$ cat src/fwg_pkg.sv
// constants and types shared by the flash write guard host controller
package fwg_pkg;
	localparam int CLK_NS       = 4;
	// write pulses must outlast the device glitch filter
	localparam int GLITCH_NS    = 5;
	localparam int GLITCH_CYC   = (GLITCH_NS + CLK_NS - 1) / CLK_NS;
	localparam int PWRUP_NS     = 1000;
	localparam int PWRUP_CYC    = (PWRUP_NS + CLK_NS - 1) / CLK_NS;
	localparam int HWRST_NS     = 500;
	localparam int HWRST_CYC    = (HWRST_NS + CLK_NS - 1) / CLK_NS;
	localparam int RECOV_NS     = 200;
	localparam int RECOV_CYC    = (RECOV_NS + CLK_NS - 1) / CLK_NS;
	localparam int CNT_W        = 12;

	localparam logic [7:0] ADDR_CTRL   = 8'h00;
	localparam logic [7:0] ADDR_FADDR  = 8'h04;
	localparam logic [7:0] ADDR_WDATA  = 8'h08;
	localparam logic [7:0] ADDR_CMD    = 8'h0C;
	localparam logic [7:0] ADDR_STATUS = 8'h10;

	localparam int CTRL_WP_BIT  = 0;
	localparam int CTRL_TOP_BIT = 1;
	localparam logic [1:0] CTRL_RESET = 2'h1;

	localparam int ST_BUSY_BIT   = 0;
	localparam int ST_SEC_BIT    = 1;
	localparam int ST_LOCKED_BIT = 2;
	localparam int ST_ERR_BIT    = 3;
	localparam int ST_BOOT_BIT   = 4;
	localparam int ST_SER_BIT    = 5;
	localparam int ST_RDATA_LSB  = 16;

	// group address with only A1, A3 and A4 high
	localparam logic [19:0] SEC_GROUP_ADDR  = 20'h0001A;
	localparam logic [19:0] SERIAL_BOT_ADDR = 20'h00000;
	localparam logic [19:0] SERIAL_TOP_ADDR = 20'hFFFF0;
	localparam logic [19:0] SERIAL_LEN      = 20'h00010;
	// two outermost 8K-word sectors span 16K words: address bits 19..14
	localparam int BOOT_LSB = 14;

	typedef enum logic [2:0] {
		OP_READ    = 3'b000,
		OP_WRITE   = 3'b001,
		OP_PROGRAM = 3'b010,
		OP_ENTER   = 3'b011,
		OP_EXIT    = 3'b100,
		OP_LOCK    = 3'b101,
		OP_HWRESET = 3'b110
	} fwg_op_type;

	typedef enum logic [1:0] {
		MS_PWRUP = 2'b00,
		MS_IDLE  = 2'b01,
		MS_RUN   = 2'b10,
		MS_HWRST = 2'b11
	} fwg_main_type;

	typedef enum logic [1:0] {
		CS_IDLE  = 2'b00,
		CS_SETUP = 2'b01,
		CS_ACT   = 2'b10,
		CS_HOLD  = 2'b11
	} fwg_cyc_type;
endpackage

$ cat src/fwg_bus_cycle.sv
// one asynchronous flash bus cycle, read or write, with registered pins
`timescale 1ns/1ps
module fwg_bus_cycle #(
	parameter int ACT_CYC = 8
) (
	input  wire logic        clk_i,
	input  wire logic        rst_i,
	input  wire logic        start_i,
	input  wire logic        write_i,
	input  wire logic [19:0] addr_i,
	input  wire logic [15:0] data_i,
	input  wire logic [15:0] dq_i,
	output logic             ce_n_o,
	output logic             oe_n_o,
	output logic             we_n_o,
	output logic [19:0]      addr_o,
	output logic [15:0]      dq_o,
	output logic             dq_oe_o,
	output logic [15:0]      rdata_o,
	output logic             done_o
);
	import fwg_pkg::*;

	// pulse never shorter than the glitch filter
	localparam int PULSE = (ACT_CYC > GLITCH_CYC) ? ACT_CYC : GLITCH_CYC + 1;

	fwg_cyc_type state_q;
	logic [7:0]  cnt_q;
	logic        wr_q;

	always_ff @(posedge clk_i) begin
		if (rst_i) begin
			state_q <= CS_IDLE;
			cnt_q   <= 8'h00;
			wr_q    <= 1'b0;
			ce_n_o  <= 1'b1;
			oe_n_o  <= 1'b1;
			we_n_o  <= 1'b1;
			dq_oe_o <= 1'b0;
			done_o  <= 1'b0;
		end else begin
			done_o <= 1'b0;
			case (state_q)
				CS_IDLE: begin
					if (start_i) begin
						wr_q    <= write_i;
						ce_n_o  <= 1'b0;
						dq_oe_o <= write_i;
						state_q <= CS_SETUP;
					end
				end
				CS_SETUP: begin
					// oe stays high for the whole write
					we_n_o  <= ~wr_q;
					oe_n_o  <= wr_q;
					cnt_q   <= 8'(PULSE - 1);
					state_q <= CS_ACT;
				end
				CS_ACT: begin
					if (cnt_q == 8'h00) begin
						we_n_o  <= 1'b1;
						oe_n_o  <= 1'b1;
						state_q <= CS_HOLD;
					end else begin
						cnt_q <= cnt_q - 8'h01;
					end
				end
				CS_HOLD: begin
					ce_n_o  <= 1'b1;
					dq_oe_o <= 1'b0;
					done_o  <= 1'b1;
					state_q <= CS_IDLE;
				end
				default: state_q <= CS_IDLE;
			endcase
		end
	end

	// address and data held steady through the whole cycle
	always_ff @(posedge clk_i) begin
		if (rst_i) begin
			addr_o <= 20'h00000;
			dq_o   <= 16'h0000;
		end else if (state_q == CS_IDLE && start_i) begin
			addr_o <= addr_i;
			dq_o   <= data_i;
		end
	end

	always_ff @(posedge clk_i) begin
		if (rst_i) begin
			rdata_o <= 16'h0000;
		end else if (state_q == CS_ACT && cnt_q == 8'h00 && !wr_q) begin
			rdata_o <= dq_i;
		end
	end
endmodule

$ cat src/fwg_host.sv
// host controller driving a parallel flash with guarded sequences
// Overview of operation
// - unlock cycles precede every program command
// - write cycle: ce and we low, oe high
// - lock: enter, then group protect address
// - exit secured mode before main array use
`timescale 1ns/1ps
module fwg_host #(
	parameter int          ACT_CYC     = 8,
	parameter logic [19:0] SEQ_ADDR1   = 20'h00001,
	parameter logic [15:0] SEQ_DATA1   = 16'h0001,
	parameter logic [19:0] SEQ_ADDR2   = 20'h00002,
	parameter logic [15:0] SEQ_DATA2   = 16'h0002,
	parameter logic [15:0] CMD_PROGRAM = 16'h0003,
	parameter logic [15:0] CMD_ENTER   = 16'h0004,
	parameter logic [15:0] CMD_EXIT    = 16'h0005,
	parameter logic [15:0] CMD_EXIT2   = 16'h0000,
	parameter logic [15:0] CMD_PROTECT = 16'h0006
) (
	input  wire logic        clk_i,
	input  wire logic        rst_i,
	input  wire logic        wb_cyc_i,
	input  wire logic        wb_stb_i,
	input  wire logic        wb_we_i,
	input  wire logic [7:0]  wb_adr_i,
	input  wire logic [31:0] wb_dat_i,
	input  wire logic [3:0]  wb_sel_i,
	output logic [31:0]      wb_dat_o,
	output logic             wb_ack_o,
	output logic [19:0]      fl_addr_o,
	output logic [15:0]      fl_dq_o,
	output logic             fl_dq_oe_o,
	input  wire logic [15:0] fl_dq_i,
	output logic             fl_ce_n_o,
	output logic             fl_oe_n_o,
	output logic             fl_we_n_o,
	output logic             fl_wp_n_o,
	output logic             fl_reset_n_o
);
	import fwg_pkg::*;

	logic [1:0]       ctrl_q;
	logic [19:0]      faddr_q;
	logic [15:0]      wdata_q;
	logic [15:0]      rdata_q;
	logic             err_q;
	logic             secured_q;
	logic             lock_pend_q;
	fwg_main_type     mst_q;
	fwg_op_type       op_q;
	logic [1:0]       step_q;
	logic [1:0]       last_q;
	logic [CNT_W-1:0] cnt_q;
	logic             start_q;
	logic             cyc_done;
	logic [15:0]      cyc_rdata;
	logic [19:0]      st_addr;
	logic [15:0]      st_data;
	logic             st_we;
	logic             wb_hit;
	logic             cmd_go;
	logic             refuse;
	logic             boot_hit;
	logic             ser_hit;
	fwg_op_type       new_op;

	assign wb_hit = wb_cyc_i & wb_stb_i & ~wb_ack_o;
	assign cmd_go = wb_hit & wb_we_i & (wb_adr_i == ADDR_CMD) & wb_sel_i[0];
	assign new_op = fwg_op_type'(wb_dat_i[2:0]);

	// lock only from secured mode; after a lock only exit or reset
	assign refuse = (mst_q != MS_IDLE)
		| (new_op == OP_LOCK && !secured_q)
		| (lock_pend_q && new_op != OP_EXIT
			&& new_op != OP_HWRESET)
		| (new_op == 3'b111);

	// host-side view of the two outermost boot sectors
	assign boot_hit = ctrl_q[CTRL_TOP_BIT]
		? (&faddr_q[19:BOOT_LSB])
		: (~|faddr_q[19:BOOT_LSB]);
	assign ser_hit = ctrl_q[CTRL_TOP_BIT]
		? (faddr_q >= SERIAL_TOP_ADDR)
		: (faddr_q < SERIAL_BOT_ADDR + SERIAL_LEN);

	// step table: full sequences only, never the bypass shortcut
	always_comb begin
		st_addr = faddr_q;
		st_data = wdata_q;
		st_we   = 1'b1;
		case (op_q)
			OP_READ: st_we = 1'b0;
			OP_PROGRAM, OP_ENTER, OP_EXIT: begin
				case (step_q)
					2'd0: begin
						st_addr = SEQ_ADDR1;
						st_data = SEQ_DATA1;
					end
					2'd1: begin
						st_addr = SEQ_ADDR2;
						st_data = SEQ_DATA2;
					end
					2'd2: begin
						st_addr = SEQ_ADDR1;
						st_data = (op_q == OP_PROGRAM) ? CMD_PROGRAM
							: (op_q == OP_ENTER) ? CMD_ENTER : CMD_EXIT;
					end
					default: begin
						if (op_q == OP_EXIT) begin
							st_data = CMD_EXIT2;
						end
					end
				endcase
			end
			OP_LOCK: begin
				st_addr = SEC_GROUP_ADDR;
				st_data = CMD_PROTECT;
			end
			default: st_we = 1'b1;
		endcase
	end

	always_ff @(posedge clk_i) begin
		if (rst_i) begin
			mst_q        <= MS_PWRUP;
			cnt_q        <= CNT_W'(PWRUP_CYC);
			op_q         <= OP_READ;
			step_q       <= 2'd0;
			last_q       <= 2'd0;
			start_q      <= 1'b0;
			fl_reset_n_o <= 1'b1;
		end else begin
			start_q <= 1'b0;
			case (mst_q)
				MS_PWRUP: begin
					// no strobes until the device has settled
					if (cnt_q == '0) begin
						mst_q <= MS_IDLE;
					end else begin
						cnt_q <= cnt_q - 1'b1;
					end
				end
				MS_IDLE: begin
					if (cmd_go && !refuse) begin
						op_q   <= new_op;
						step_q <= 2'd0;
						if (new_op == OP_HWRESET) begin
							fl_reset_n_o <= 1'b0;
							cnt_q        <= CNT_W'(HWRST_CYC - 1);
							mst_q        <= MS_HWRST;
						end else begin
							last_q  <= (new_op == OP_PROGRAM
								|| new_op == OP_EXIT) ? 2'd3
								: (new_op == OP_ENTER) ? 2'd2 : 2'd0;
							start_q <= 1'b1;
							mst_q   <= MS_RUN;
						end
					end
				end
				MS_RUN: begin
					if (cyc_done) begin
						if (step_q == last_q) begin
							mst_q <= MS_IDLE;
						end else begin
							step_q  <= step_q + 2'd1;
							start_q <= 1'b1;
						end
					end
				end
				MS_HWRST: begin
					if (cnt_q == '0) begin
						fl_reset_n_o <= 1'b1;
						cnt_q        <= CNT_W'(RECOV_CYC);
						mst_q        <= MS_PWRUP;
					end else begin
						cnt_q <= cnt_q - 1'b1;
					end
				end
				default: mst_q <= MS_IDLE;
			endcase
		end
	end

	// overlay tracking follows the device: reset ends it
	always_ff @(posedge clk_i) begin
		if (rst_i) begin
			secured_q   <= 1'b0;
			lock_pend_q <= 1'b0;
		end else if (mst_q == MS_HWRST) begin
			secured_q   <= 1'b0;
			lock_pend_q <= 1'b0;
		end else if (mst_q == MS_RUN && cyc_done && step_q == last_q) begin
			case (op_q)
				OP_ENTER: secured_q <= 1'b1;
				OP_EXIT: begin
					secured_q   <= 1'b0;
					lock_pend_q <= 1'b0;
				end
				OP_LOCK: lock_pend_q <= 1'b1;
				default: secured_q <= secured_q;
			endcase
		end
	end

	always_ff @(posedge clk_i) begin
		if (rst_i) begin
			rdata_q <= 16'h0000;
		end else if (mst_q == MS_RUN && cyc_done && op_q == OP_READ) begin
			rdata_q <= cyc_rdata;
		end
	end

	// a refusal in the clearing cycle still sets the flag
	always_ff @(posedge clk_i) begin
		if (rst_i) begin
			err_q <= 1'b0;
		end else if (cmd_go && refuse) begin
			err_q <= 1'b1;
		end else if (wb_hit && wb_we_i && wb_adr_i == ADDR_STATUS
			&& wb_sel_i[0] && wb_dat_i[ST_ERR_BIT]) begin
			err_q <= 1'b0;
		end
	end

	always_ff @(posedge clk_i) begin
		if (rst_i) begin
			ctrl_q  <= CTRL_RESET;
			faddr_q <= 20'h00000;
			wdata_q <= 16'h0000;
		end else if (wb_hit && wb_we_i) begin
			case (wb_adr_i)
				ADDR_CTRL: begin
					if (wb_sel_i[0]) begin
						ctrl_q <= wb_dat_i[1:0];
					end
				end
				ADDR_FADDR: begin
					if (wb_sel_i[0]) faddr_q[7:0]   <= wb_dat_i[7:0];
					if (wb_sel_i[1]) faddr_q[15:8]  <= wb_dat_i[15:8];
					if (wb_sel_i[2]) faddr_q[19:16] <= wb_dat_i[19:16];
				end
				ADDR_WDATA: begin
					if (wb_sel_i[0]) wdata_q[7:0]  <= wb_dat_i[7:0];
					if (wb_sel_i[1]) wdata_q[15:8] <= wb_dat_i[15:8];
				end
				default: ctrl_q <= ctrl_q;
			endcase
		end
	end

	// protect pin straight from the control register
	always_ff @(posedge clk_i) begin
		if (rst_i) begin
			fl_wp_n_o <= CTRL_RESET[CTRL_WP_BIT];
		end else begin
			fl_wp_n_o <= ctrl_q[CTRL_WP_BIT];
		end
	end

	always_ff @(posedge clk_i) begin
		if (rst_i) begin
			wb_ack_o <= 1'b0;
			wb_dat_o <= 32'h00000000;
		end else begin
			wb_ack_o <= wb_hit;
			wb_dat_o <= 32'h00000000;
			if (wb_hit && !wb_we_i) begin
				case (wb_adr_i)
					ADDR_CTRL:  wb_dat_o <= {30'h0, ctrl_q};
					ADDR_FADDR: wb_dat_o <= {12'h000, faddr_q};
					ADDR_WDATA: wb_dat_o <= {16'h0000, wdata_q};
					ADDR_STATUS: begin
						wb_dat_o[ST_BUSY_BIT]   <= mst_q != MS_IDLE;
						wb_dat_o[ST_SEC_BIT]    <= secured_q;
						wb_dat_o[ST_LOCKED_BIT] <= lock_pend_q;
						wb_dat_o[ST_ERR_BIT]    <= err_q;
						wb_dat_o[ST_BOOT_BIT]   <= boot_hit;
						wb_dat_o[ST_SER_BIT]    <= ser_hit;
						wb_dat_o[31:ST_RDATA_LSB] <= rdata_q;
					end
					default: wb_dat_o <= 32'h00000000;
				endcase
			end
		end
	end

	fwg_bus_cycle #(
		.ACT_CYC (ACT_CYC)
	) u_cycle (
		.clk_i   (clk_i),
		.rst_i   (rst_i),
		.start_i (start_q),
		.write_i (st_we),
		.addr_i  (st_addr),
		.data_i  (st_data),
		.dq_i    (fl_dq_i),
		.ce_n_o  (fl_ce_n_o),
		.oe_n_o  (fl_oe_n_o),
		.we_n_o  (fl_we_n_o),
		.addr_o  (fl_addr_o),
		.dq_o    (fl_dq_o),
		.dq_oe_o (fl_dq_oe_o),
		.rdata_o (cyc_rdata),
		.done_o  (cyc_done)
	);
endmodule

$ cat config.mk
export PLATFORM = sky130hd
export DESIGN_NAME = fwg_host
export DESIGN_NICKNAME = d
export VERILOG_FILES = /design/src/fwg_pkg.sv /design/src/fwg_bus_cycle.sv /design/src/fwg_host.sv
export SDC_FILE = /design/constraint.sdc
export NUM_CORES = 1
export LEC_CHECK = 0
export BUFFER_PORTS_ARGS = -buffer_cell sky130_fd_sc_hd__buf_4
export CORE_AREA = 3 3 184 186
export CTS_BUF_LIST = sky130_fd_sc_hd__clkbuf_8
export CTS_CLUSTER_SIZE = 10
export DETAILED_ROUTE_END_ITERATION = 7
export DIE_AREA = 0 0 187 189
export GPL_ROUTABILITY_DRIVEN = 0
export SETUP_SLACK_MARGIN = 0.02
export SLEW_MARGIN = 20
export SYNTH_ARGS = -nofsm -noshare
export SYNTH_HDL_FRONTEND = slang
export SYNTH_HIERARCHICAL = 1
export SYNTH_SLANG_ARGS = --single-unit
$ cat constraint.sdc
create_clock -name clk_i -period 2.5 [get_ports clk_i]
set_input_delay 0.375 -clock clk_i [delete_from_list [all_inputs] [get_ports clk_i]]
set_output_delay 0.375 -clock clk_i [all_outputs]
set_load 0.02 [all_outputs]
==> results of run 1 <==
layout by cell type (no fill, tap or decap), types with 6 or more instances in the layout:
| master | Yosys | routed |
|---|---|---|
| sky130_fd_sc_hd__nand2_1 | 140 | 140 |
| sky130_fd_sc_hd__ha_1 | 15 | 15 |
| sky130_fd_sc_hd__and2_1 | 43 | 43 |
| sky130_fd_sc_hd__nor4_1 | 11 | 11 |
| sky130_fd_sc_hd__nor2_1 | 108 | 108 |
| sky130_fd_sc_hd__inv_6 | 0 | 6 |
| sky130_fd_sc_hd__nor2b_1 | 14 | 14 |
| sky130_fd_sc_hd__clkbuf_8 | 0 | 18 |
| sky130_fd_sc_hd__a21oi_1 | 77 | 77 |
| sky130_fd_sc_hd__buf_4 | 1 | 152 |
| sky130_fd_sc_hd__inv_1 | 18 | 19 |
| sky130_fd_sc_hd__dfxtp_1 | 182 | 182 |
| sky130_fd_sc_hd__o21ai_0 | 23 | 23 |
| sky130_fd_sc_hd__nand3_1 | 16 | 16 |
| sky130_fd_sc_hd__nor3_1 | 14 | 14 |
| sky130_fd_sc_hd__and3_1 | 9 | 9 |
| sky130_fd_sc_hd__nand2b_1 | 7 | 7 |
| sky130_fd_sc_hd__mux2i_1 | 69 | 69 |
| sky130_fd_sc_hd__nand4_1 | 10 | 10 |
| sky130_fd_sc_hd__a22oi_1 | 19 | 19 |
Yosys cell counts (2+ instances only):
master,count,area share
sky130_fd_sc_hd__a211oi_1,4,0.0037
sky130_fd_sc_hd__a21boi_0,5,0.0047
sky130_fd_sc_hd__a21o_1,3,0.0028
sky130_fd_sc_hd__a21oi_1,77,0.048
sky130_fd_sc_hd__a22o_1,3,0.0033
sky130_fd_sc_hd__a22oi_1,19,0.018
sky130_fd_sc_hd__a311oi_1,3,0.0033
sky130_fd_sc_hd__a31oi_1,5,0.0039
sky130_fd_sc_hd__and2_1,43,0.034
sky130_fd_sc_hd__and3_1,9,0.0070
sky130_fd_sc_hd__and4_1,2,0.0022
sky130_fd_sc_hd__buf_1,2,0.00094
sky130_fd_sc_hd__buf_2,7,0.0044
sky130_fd_sc_hd__buf_6,3,0.0042
sky130_fd_sc_hd__clkbuf_1,43,0.020
sky130_fd_sc_hd__dfxtp_1,182,0.45
sky130_fd_sc_hd__ha_1,15,0.023
sky130_fd_sc_hd__inv_1,18,0.0084
sky130_fd_sc_hd__mux2i_1,69,0.086
sky130_fd_sc_hd__nand2_1,140,0.065
sky130_fd_sc_hd__nand2b_1,7,0.0055
sky130_fd_sc_hd__nand3_1,16,0.010
sky130_fd_sc_hd__nand4_1,10,0.0078
sky130_fd_sc_hd__nand4b_1,3,0.0033
sky130_fd_sc_hd__nor2_1,108,0.050
sky130_fd_sc_hd__nor2b_1,14,0.011
sky130_fd_sc_hd__nor3_1,14,0.0087
sky130_fd_sc_hd__nor3b_1,2,0.0019
sky130_fd_sc_hd__nor4_1,11,0.0086
sky130_fd_sc_hd__nor4_4,2,0.0053
sky130_fd_sc_hd__o211ai_1,5,0.0047
sky130_fd_sc_hd__o21a_1,3,0.0028
sky130_fd_sc_hd__o21ai_0,23,0.014
sky130_fd_sc_hd__o21bai_1,2,0.0019
sky130_fd_sc_hd__o221a_2,2,0.0028
sky130_fd_sc_hd__o31ai_1,5,0.0047
sky130_fd_sc_hd__or2_2,4,0.0031
sky130_fd_sc_hd__or3_1,4,0.0031
sky130_fd_sc_hd__or4_1,3,0.0028
sky130_fd_sc_hd__xnor2_1,5,0.0055
routing by layer:
layer | vias up | track usage
met3 | 22 | 0.0354
li1 | 3443 | -
met1 | 3275 | 0.175
met2 | 158 | 0.192
met4 | 4 | 0.0302
met5 | - | 0
worst reg2reg max path: cells and delay by family (launching register included):
family                   cells  cell delay, ns
buffers and inverters        1            0.11
flip-flops                   1            0.34
adder cells (fa/ha/maj)      1            0.15
AND/OR/NAND/NOR              3            0.97
AO/OA/AOI/OAI                2            0.42
worst max-delay path by stage:
stage	start	to	slack, ns	cells past startpoint
5_1_grt	cnt_q[0]	cnt_q[10]	0.15	7
2_1_floorplan	wb_ack_o	cnt_q[2]	0.64	7
4_1_cts	cnt_q[0]	cnt_q[11]	0.45	7
3_3_place_gp	wb_adr_i[4]	wdata_q[5]	0.32	7
6_report	cnt_q[0]	cnt_q[10]	0.45	7
3_5_place_dp	wb_adr_i[4]	wdata_q[5]	0.32	7
power breakdown:
part | internal (mW) | switching [mW] | total, mW
clock network | 1.05 | 1.13 | 2.18
logic | 0.365 | 0.457 | 0.822
registers | 3.00 | 0.110 | 3.11
final cells by class:
class                   instances  share of cell area
clock buffers                  18              0.0250
clock inverters                14              0.0186
inverters                      19             0.00720
multi-input cells             673               0.409
flip-flops and latches        182               0.368
well taps                     442              0.0558
repair buffers                153               0.117
kinds of logic (layout without fill, tap and decap cells):
| group | after synthesis | in the layout |
|---|---|---|
| AO/OA/AOI/OAI | 175 | 175 |
| XOR/XNOR | 6 | 6 |
| adder cells (fa/ha/maj) | 16 | 16 |
| buffers and inverters | 76 | 204 |
| flip-flops | 182 | 182 |
| multiplexers | 69 | 69 |
| AND/OR/NAND/NOR | 407 | 407 |
registers in the layout, summed over array words and instances (netlist names), 3 cells and up:
register and cells:
u_cycle/cnt_q 8, u_cycle/dq_o 16, cnt_q 12, u_cycle/addr_o 20
op_q 3, faddr_q 20, wb_dat_o 32, u_cycle/rdata_o 16
rdata_q 16, wdata_q 16
stage by stage:
| step | power (mW) | utilization | hold WS (ns) | instances | area [µm²] |
|---|---|---|---|---|---|
| 4_1_cts | 6.17 | 0.305 | 0.112 | 1501 | 9910 |
| 2_1_floorplan | 3.78 | - | 0.430 | 931 | 8030 |
| 3_3_place_gp | 3.97 | 0.292 | 0.436 | 1469 | 9480 |
| 6_report | 6.11 | 0.305 | 0.140 | 1501 | 9910 |
| 5_1_grt | 6.42 | 0.305 | 0.108 | 1501 | 9910 |
| 3_5_place_dp | 4.00 | 0.292 | 0.439 | 1469 | 9480 |
==> key figures, run 1 <==
Synth
  • Top FF cell, synth: sky130_fd_sc_hd__dfxtp_1
  • Compound-Gate Fraction of Synth Area: 0.141
  • Post-synthesis instance area: about 8000 µm²
  • Number of warnings printed during yosys synthesis: 6
  • Count of state elements after synthesis: 182
  • Total nets after synthesis: slightly above 1,000
  • Share of synthesized area occupied by flip-flops and latches: 0.454
  • Dominant combinational cell family by area after synthesis: simple AND/OR/NAND/NOR gates
  • Area fraction in and, or, nand and nor cells after synthesis: 0.246
  • Average instance area after synthesis: 8.62 µm²
  • Number of flops mapped to enable cells by yosys: 0
  • Multiplexer share of the synthesized area: 0.0860
  • Xor/xnor share of the synthesized area: 0.00655
  • Post-synthesis cell count: 931
  • Post-synthesis adder-cell area fraction: 0.0246
  • Share of flip-flops with an asynchronous set or reset: 0
  • Synth cell types: between 70 and 80

CTS
  • Master cell of the clock root buffer: sky130_fd_sc_hd__clkbuf_8
  • Maximum number of buffers from clock root to sink: 2
  • Sinks on Clock Net: between 150 and 200
  • TritonCTS Buffers: 17
  • Quantity of gates resized following cts: 0
  • Clock slew at the register clock pins of the worst setup and hold paths: about 0.11 ns
  • Number of buffers inserted by hold repair at cts: 0
  • Clock tree from TritonCTS: yes
  • Worst-skew pair later-pin latency: 0.47 ns
  • Post-CTS Repair Setup Buffers: 0
  • Level count of the clock H-tree: 4

Timing
  • Maximum operating frequency: between 400 and 500 MHz
  • Min Tclk post-route: around 2 ns
  • Hold violation total from the final report: 0
  • Max transition margin: 0.624
  • Final setup viols: 0
  • Post-route worst setup slack: about 0.45 ns
  • RSZ-0062 raised after global routing: no
  • Final critical-path share of the clock period: 0.819
  • Least-Margin Pin Slew: 0.559 ns
  • Final sum of negative setup slack: 0 ns
  • Worst clock skew: 0.0220 ns
  • Final-report max-slew violation count: 0

Power and ir drop
  • Pwr per Cell Area: approximately 600 nW/µm²
  • Static power due to leakage: 3.80 nW
  • Worst IR drop on VDD: ~0.36 mV

Hold path
  • Hold Crit Start: fl_dq_i[12]
  • Worst Hold Class: in2reg
  • Hold Crit Depth: 3
  • Terminating pin of the worst hold path: u_cycle/rdata_o[12]

Critical path
  • CP max FO: 9
  • Signal arrival time at the worst endpoint: 2.45 ns
  • R2R cell count: 7
  • Longest individual stage delay on the worst path: 0.43 ns
  • CP Buf/Inv Count: 1
  • Source of the worst register-to-register timing path: cnt_q[0]
  • Cell class contributing the biggest share of worst-path delay: simple AND/OR/NAND/NOR gates
  • Critical path start-end classification: reg2reg
  • Element type at the critical path end: flop
  • Flop2flop setup slack: approximately 0.45 ns
  • Nature of the critical path startpoint: flop
  • End of the worst register-to-register path: cnt_q[10]
  • Chain of cells forming the critical path: inv_1 -> ha_1 -> nor4b_1 -> nand3_1 -> nor2_2 -> o21ai_1 -> a31oi_1
  • Required time of the critical path: just under 3 ns
  • Library cell contributing the largest single delay on the critical path: sky130_fd_sc_hd__nor4b_1

GRT
  • Number of global-route vias before repair: between 6,000 and 7,000
  • Overflow after GRT: 0
  • Tot GR Track Use: 0.125
  • Global-route wire length before repair: approximately 36,000 µm
  • Largest net degree at the start of global routing: 127
  • Antenna violations before repair: 2

Cells and area
  • Share of final-layout standard cells stronger than drive strength 1: 0.195
  • Filler Cell Count: between 3,000 and 4,000
  • Post-synthesis to final-layout area growth: 23.4%
  • Area taken by flip-flops and latches: around 3600 µm²
  • Area used by multi-input combinational logic: ~4000 µm²
  • Final #Nets: 1,126
  • Inserted Diodes: 0

Floorplan
  • Horizontal extent of the die: 187 µm
  • Row count: between 60 and 70
  • Area of the die: roughly 35,000 µm²
  • Boundary pin count: between 100 and 150
  • Effective utilization at floorplan: 0.247
  • Core area: 32,500 µm²
  • Die outline height: about 190 µm

Flow run
  • Max-cap violation count: 0

Detailed routing
  • DRT Pass-1 Iters: 5
  • Average routed wire per standard cell: approximately 15 µm
  • Remaining routing DRC violations: 0
  • DRT Wirelength: roughly 23,000 µm
  • Detailed-route via count: a little under 7,000
  • Via density: approximately 4.6
  • Metal-1 WL: between 10,000 and 15,000 µm
  • Highest metal used: met5
  • DRC violation total after the first TritonRoute iteration: between 300 and 400
  • Detail Route met2 WL: just under 10,000 µm
  • Antenna viol nets, final: 0
  • Routed wire length on met3: ~1400 µm

Status
  • Run status: finished clean

Placement
  • Worst slack, placed: ~0.32 ns
  • DP Wirelength: 16,900 µm
  • Buffers added on ports: ~130
Power figures use the tool's default switching activity.
==> run 2: changes to the inputs <==
==> constraint.sdc (replaced) <==
create_clock -name clk_i -period 2.1 [get_ports clk_i]
set_input_delay 0.315 -clock clk_i [delete_from_list [all_inputs] [get_ports clk_i]]
set_output_delay 0.315 -clock clk_i [all_outputs]
set_load 0.02 [all_outputs]
==> run 2 against run 1 <==
  * Register-to-register slack got worse by 0.22 ns
  * Cell area grew 1.3%
  * Cell count grew 1.0%
  * Count of clock-buffer cells in the layout down 1
  * Sequential share of layout area is 0.48 points lower
  * Sequential cell count unchanged
  * Critical path type unchanged
  * Critical endpoint is now step_q[1]
==> key figures, run 2 (synthesis results as in run 1) <==
Floorplan
  • Core area: 32,500 µm² (unchanged)
  • Die outline height: 189 µm (unchanged)
  • Boundary pin count: 140 (unchanged)
  • Horizontal extent of the die: 187 µm (unchanged)
  • Row count: 66 (unchanged)
  • Area of the die: 35,300 µm² (unchanged)
  • Effective utilization at floorplan: 0.247 (unchanged)

GRT
  • Tot GR Track Use: 0.128 (+0.00256)
  • Global-route wire length before repair: 36,400 µm (+2.0%)
  • Largest net degree at the start of global routing: 91 (-28%)
  • Antenna violations before repair: 1 (-1)
  • Overflow after GRT: 0 (unchanged)
  • Number of global-route vias before repair: 6,569 (+1.7%)

Timing
  • Hold violation total from the final report: 0 (unchanged)
  • Least-Margin Pin Slew: 0.548 ns (-0.0107 ns)
  • Final critical-path share of the clock period: 0.892 (+0.0727)
  • RSZ-0062 raised after global routing: no
  • Min Tclk post-route: 1.87 ns (-0.175 ns)
  • Worst clock skew: 0.0217 ns (-0.000316 ns)
  • Maximum operating frequency: 534 MHz (+9.3%)
  • Max transition margin: 0.632 (+0.00774)
  • Final-report max-slew violation count: 0 (unchanged)
  • Final setup viols: 0 (unchanged)
  • Final sum of negative setup slack: 0 ns (unchanged)

Cells and area
  • Post-synthesis to final-layout area growth: 25.1%
  • Biggest registers after layout: wb_dat_o: 32 flops, faddr_q: 20 flops, u_cycle/addr_o: 20 flops
  • Flip-flop count of the largest register, all copies and words added: 32 (unchanged)
  • Share of final-layout standard cells stronger than drive strength 1: 0.209 (+0.0150)
  • Commonest cells after routing, fill and taps aside: sky130_fd_sc_hd__dfxtp_1, sky130_fd_sc_hd__buf_4, sky130_fd_sc_hd__nand2_1
  • Final #Nets: 1,141 (+1.3%)
  • Largest register by flop count: wb_dat_o
  • Final core utilization: 0.309 (+0.00405)
  • Filler-free cell count of the finished design: 1,516 (+1.0%)
  • Inserted Diodes: 0 (unchanged)
  • Most common cell after layout, fill and taps aside: sky130_fd_sc_hd__dfxtp_1
  • Filler Cell Count: 3,430 (+0.47%)

Critical path
  • End of the worst register-to-register path: step_q[1]
  • R2R cell count: 6 (-1)
  • Signal arrival time at the worst endpoint: 2.27 ns (-0.18 ns)
  • Critical path start-end classification: reg2reg
  • Required time of the critical path: 2.49 ns (-0.42 ns)
  • Element type at the critical path end: flop
  • CP max FO: 8 (-1)
  • Flop2flop setup slack: 0.23 ns (-0.22 ns)
  • Source of the worst register-to-register timing path: wb_ack_o
  • Nature of the critical path startpoint: flop

CTS
  • Level count of the clock H-tree: 4 (unchanged)
  • TritonCTS Buffers: 17 (unchanged)
  • Post-CTS Repair Setup Buffers: 0 (unchanged)
  • Clock slew at the register clock pins of the worst setup and hold paths: 0.10 ns (about the same)
  • Master cell of the clock root buffer: sky130_fd_sc_hd__clkbuf_8
  • Clock tree from TritonCTS: yes
  • Maximum number of buffers from clock root to sink: 2 (unchanged)
  • Worst-skew pair later-pin latency: 0.47 ns (about the same)
  • Sinks on Clock Net: 182 (unchanged)

Detailed routing
  • Average routed wire per standard cell: 15.3 µm (+2.0%)
  • DRC violation total after the first TritonRoute iteration: 504 (+31%)
  • Detailed-route via count: 6,970 (+0.99%)
  • DRT Pass-1 Iters: 5 (unchanged)
  • Remaining routing DRC violations: 0 (unchanged)
  • Antenna viol nets, final: 0 (unchanged)
  • Via density: 4.60 (about the same)
  • DRT Wirelength: 23,300 µm (+3.0%)

Hold path
  • Worst Hold Class: in2reg
  • Terminating pin of the worst hold path: u_cycle/rdata_o[10]
  • Hold Crit Start: fl_dq_i[10]
  • Hold Crit Depth: 3 (unchanged)

Placement
  • DP Wirelength: 17,400 µm (+3.0%)
  • Buffers added on ports: 126 (unchanged)
  • Total instance count after detailed placement: 1,484 (+1.0%)

Power and ir drop
  • Pwr per Cell Area: 719 nW/µm² (+17%)
  • Static power due to leakage: 3.88 nW (+2.2%)
  • Worst IR drop on VDD: 0.368 mV (+1.6%)

Status
  • Run status: finished clean

Flow run
  • Max-cap violation count: 0 (unchanged)
-- run 2: cell types whose count changed in the layout (fill, tap and decap cells not counted), sizes merged --
| cell | before | now |
|---|---|---|
| clkbuf | 18 | 17 |
| inv | 27 | 25 |
| buf | 153 | 168 |
| clkinv | 1 | 6 |
| clkinvlp | 2 | 1 |
| bufinv | 3 | 2 |
-- run 2: power by group --
group	internal, mW	switching (mW)
clock	1.09	1.38
combinational	0.481	0.569
sequential	3.57	0.135
-- run 2: layer usage --
metal  vias up  routed length (µm)  share of wire  GRT usage
met5         -                   7        0.00030          0
met4         2                 233          0.010     0.0291
met3        15                1270          0.055     0.0311
met2       168               10200           0.44      0.199
met1      3327               11500           0.50      0.179
li1       3458                   -              -          -
-- run 2: timing repair --
| item | CTS | global route |
|---|---|---|
| hold buffers | 0 | 0 |
| gates resized for setup | 0 | 3 |
| endpoints found under the setup margin | 0 | 6 |
-- run 2: worst max-delay path, cell delays in order, from the launching register on --
cell                        delay (ns)
sky130_fd_sc_hd__dfxtp_1          0.34
sky130_fd_sc_hd__and4b_1          0.31
sky130_fd_sc_hd__and4_1           0.21
sky130_fd_sc_hd__buf_4            0.18
sky130_fd_sc_hd__o21a_1           0.17
sky130_fd_sc_hd__a2bb2oi_1        0.35
sky130_fd_sc_hd__mux2i_1          0.24
-- run 2: worst max-delay path by stage --
| stage | cells after the start | end | start | slack, ns |
|---|---|---|---|---|
| floorplan | 7 | cnt_q[2] | wb_ack_o | 0.24 |
| global placement | 8 | wdata_q[1] | wb_adr_i[5] | 0.08 |
| detailed placement | 8 | wdata_q[0] | wb_adr_i[5] | 0.05 |
| CTS | 8 | cnt_q[4] | cnt_q[0] | 0.16 |
| global route | 8 | u_cycle/addr_o[19] | step_q[0] | 0.03 |
| finish | 6 | step_q[1] | wb_ack_o | 0.23 |
-- run 2: metrics by stage --
stage                     area [µm²]  power, mW  setup slack, ns  hold slack [ns]
after floorplan                 8030       4.50            0.240            0.430
after detailed placement        9630       4.83           0.0473            0.442
after CTS                      10000       7.28            0.161           0.0556
after global routing           10000       7.57           0.0252           0.0583
final                          10000       7.22            0.227           0.0836
after global placement          9630       4.79           0.0774            0.437
-- run 2: final cells by class --
class	count	area, µm²	share of cell area
tap	442	553	0.0551
timing repair buffer	168	1310	0.131
sequential	182	3640	0.363
clock inverter	15	166	0.0166
clock buffer	17	234	0.0233
multi-input combinational	673	4060	0.404
inverter	19	71.3	0.00710
==> run 3: changes to the inputs <==
--- a/config.mk
+++ b/config.mk
@@ -5,13 +5,14 @@
 export SDC_FILE = /design/constraint.sdc
 export NUM_CORES = 1
 export LEC_CHECK = 0
-export BUFFER_PORTS_ARGS = -buffer_cell sky130_fd_sc_hd__buf_4
+export BUFFER_PORTS_ARGS = -buffer_cell sky130_fd_sc_hd__buf_2
 export CORE_AREA = 3 3 184 186
 export CTS_BUF_LIST = sky130_fd_sc_hd__clkbuf_8
 export CTS_CLUSTER_SIZE = 10
 export DETAILED_ROUTE_END_ITERATION = 7
 export DIE_AREA = 0 0 187 189
 export GPL_ROUTABILITY_DRIVEN = 0
+export PLACE_DENSITY_LB_ADDON = 0.3
 export SETUP_SLACK_MARGIN = 0.02
 export SLEW_MARGIN = 20
 export SYNTH_ARGS = -nofsm -noshare
==> run 3 against run 2 <==
  * Worst hold slack lost 0.0020 ns
  * Largest power group unchanged
  * Via count shrank 2.8%
  * Sequential share of layout area grew 0.90 points
  * Worst setup slack lost 0.048 ns
  * Core utilization shrank 0.75 points
  * Cell area shrank 2.4%
  * Cell count grew 0.46%
  * Routed wire length shrank 0.86%
  * Count of clock-buffer cells in the layout grew 2
  * Sequential cell count is the same
==> key figures, run 3 (synthesis results as in run 1) <==
Floorplan
  • Horizontal extent of the die: 187 µm (unchanged)
  • Effective utilization at floorplan: 0.247 (unchanged)
  • Boundary pin count: 140 (unchanged)
  • Die outline height: 189 µm (unchanged)
  • Core area: 32,500 µm² (unchanged)
  • Area of the die: 35,300 µm² (unchanged)
  • Row count: 66 (unchanged)

Status
  • Run status: finished clean

Cells and area
  • Post-synthesis to final-layout area growth: 22.0%
  • Final #Nets: 1,146 (+0.44%)
  • Largest register by flop count: wb_dat_o
  • Filler Cell Count: 3,487 (+1.7%)
  • Final core utilization: 0.302 (-0.00752)
  • Share of final-layout standard cells stronger than drive strength 1: 0.212 (+0.00274)
  • Filler-free cell count of the finished design: 1,523 (+0.46%)
  • Commonest cells after routing, fill and taps aside: sky130_fd_sc_hd__dfxtp_1, sky130_fd_sc_hd__nand2_1, sky130_fd_sc_hd__buf_2
  • Most common cell after layout, fill and taps aside: sky130_fd_sc_hd__dfxtp_1
  • Flip-flop count of the largest register, all copies and words added: 32 (unchanged)
  • Biggest registers after layout: wb_dat_o: 32 flops, faddr_q: 20 flops, u_cycle/addr_o: 20 flops
  • Total non-filler cell area in the finished layout: 9800 µm² (-2.4%)

Timing
  • Min Tclk post-route: 1.92 ns (+0.0476 ns)
  • Final critical-path share of the clock period: 0.915 (+0.0227)
  • Worst clock skew: 0.0229 ns (+0.00123 ns)
  • Least-Margin Pin Slew: 0.576 ns (+0.0276 ns)
  • Final sum of negative setup slack: 0 ns (unchanged)
  • Maximum operating frequency: 521 MHz (-2.5%)
  • Final-report max-slew violation count: 0 (unchanged)
  • Hold violation total from the final report: 0 (unchanged)
  • RSZ-0062 raised after global routing: no
  • Max transition margin: 0.616 (-0.0156)
  • Final Hold Slack: 0.0817 ns (-0.00198 ns)
  • Final setup viols: 0 (unchanged)

Detailed routing
  • Detailed-route via count: 6,778 (-2.8%)
  • DRT Wirelength: 23,100 µm (-0.86%)
  • DRC violation total after the first TritonRoute iteration: 413 (-18%)
  • Via density: 4.45 (-3.2%)
  • Remaining routing DRC violations: 0 (unchanged)
  • Average routed wire per standard cell: 15.1 µm (-1.3%)
  • DRT Pass-1 Iters: 4 (-1)
  • Antenna viol nets, final: 0 (unchanged)

CTS
  • Sinks on Clock Net: 182 (unchanged)
  • Clock tree from TritonCTS: yes
  • Number of buffers inserted by hold repair at cts: 0 (unchanged)
  • Worst-skew pair later-pin latency: 0.47 ns (about the same)
  • Maximum number of buffers from clock root to sink: 2 (unchanged)
  • Clock slew at the register clock pins of the worst setup and hold paths: 0.11 ns (about the same)
  • TritonCTS Buffers: 17 (unchanged)
  • Level count of the clock H-tree: 4 (unchanged)
  • Master cell of the clock root buffer: sky130_fd_sc_hd__clkbuf_8

Flow run
  • Max-cap violation count: 0 (unchanged)

GRT
  • Largest net degree at the start of global routing: 51 (-44%)
  • Overflow after GRT: 0 (unchanged)
  • Global-route wire length before repair: 36,500 µm (+0.42%)
  • Antenna violations before repair: 3 (+2)
  • Tot GR Track Use: 0.130 (+0.00206)
  • Number of global-route vias before repair: 6,500 (-1.1%)

Critical path
  • Source of the worst register-to-register timing path: cnt_q[0]
  • R2R cell count: 8 (+2)
  • Critical path start-end classification: reg2reg
  • End of the worst register-to-register path: cnt_q[4]
  • Element type at the critical path end: flop
  • Required time of the critical path: 2.52 ns (+0.03 ns)
  • Signal arrival time at the worst endpoint: 2.34 ns (+0.07 ns)
  • Flop2flop setup slack: 0.18 ns (-0.05 ns)
  • CP max FO: 7 (-1)
  • Nature of the critical path startpoint: flop

Placement
  • DP Wirelength: 17,500 µm (+0.64%)
  • Instance area after placement: 9380 µm² (-2.6%)
  • Buffers added on ports: 126 (unchanged)
  • Total instance count after detailed placement: 1,489 (+0.34%)

Hold path
  • Terminating pin of the worst hold path: u_cycle/rdata_o[15]
  • Worst Hold Class: in2reg
  • Hold Crit Start: fl_dq_i[15]
  • Hold Crit Depth: 3 (unchanged)

Power and ir drop
  • Static power due to leakage: 3.86 nW (-0.57%)
  • Pwr per Cell Area: 723 nW/µm² (+0.50%)
  • Worst IR drop on VDD: 0.369 mV (+0.36%)
run 3: cell count changes in the layout (fill, tap and decap cells not counted), moves of 2 or more:
cell,change
sky130_fd_sc_hd__diode_2,+2
sky130_fd_sc_hd__buf_4,-122
sky130_fd_sc_hd__clkbuf_8,+2
sky130_fd_sc_hd__buf_2,+125
sky130_fd_sc_hd__clkinvlp_4,+2
sky130_fd_sc_hd__buf_12,+2
sky130_fd_sc_hd__clkinv_2,-3
run 3: worst max-delay path by stage:
| stage | from | endpoint | slack [ns] | cells past startpoint |
|---|---|---|---|---|
| finish | cnt_q[0] | cnt_q[4] | 0.18 | 8 |
| global route | cnt_q[0] | cnt_q[7] | 0.04 | 8 |
| CTS | u_cycle/cnt_q[0] | u_cycle/rdata_o[7] | 0.16 | 7 |
| detailed placement | wb_adr_i[5] | last_q[1] | 0.02 | 8 |
| global placement | rst_i | cnt_q[8] | 0.01 | 6 |
| floorplan | wb_ack_o | cnt_q[2] | 0.24 | 7 |
run 3: timing repair:
item,4_1_cts,5_1_grt
endpoints found under the setup margin,0,22
resized for setup,0,3
buffers inserted,0,0
run 3: final cells by class:
class	instances	area, µm²	share of cell area
diodes	2	5.00	0.000511
clock buffers	19	262	0.0267
clock inverters	13	136	0.0139
inverters	19	71.3	0.00728
multi-input cells	673	4060	0.415
flip-flops and latches	182	3640	0.372
well taps	442	553	0.0565
repair buffers	173	1060	0.108
run 3: per-stage QoR:
step	worst slack (ns)	power (mW)
6_report	0.179	7.08
5_1_grt	0.0441	7.49
4_1_cts	0.164	7.18
3_5_place_dp	0.0189	4.75
3_3_place_gp	0.0120	4.73
2_1_floorplan	0.240	4.50
run 3: report_power, final:
part | switching, mW | internal, mW | total (mW)
clock network | 1.36 | 1.04 | 2.40
registers | 0.137 | 3.57 | 3.70
logic | 0.558 | 0.422 | 0.980
total | 2.06 | 5.03 | 7.08
run 3: critical path, stage by stage (launching register included):
cell,delay (ns)
sky130_fd_sc_hd__dfxtp_1,0.34
sky130_fd_sc_hd__inv_1,0.11
sky130_fd_sc_hd__ha_1,0.15
sky130_fd_sc_hd__nor4b_1,0.23
sky130_fd_sc_hd__buf_4,0.17
sky130_fd_sc_hd__and4_1,0.37
sky130_fd_sc_hd__nor3_1,0.08
sky130_fd_sc_hd__or3_1,0.31
sky130_fd_sc_hd__a21oi_1,0.12
run 3: routing by layer:
| metal | vias up | track usage | part of all wire | wire length [µm] |
|---|---|---|---|---|
| li1 | 3480 | - | - | - |
| met1 | 3151 | 0.185 | 0.50 | 11600 |
| met2 | 128 | 0.200 | 0.45 | 10300 |
| met3 | 15 | 0.0272 | 0.040 | 916 |
| met4 | 4 | 0.0346 | 0.0092 | 213 |
| met5 | - | 0 | 0.0012 | 27 |
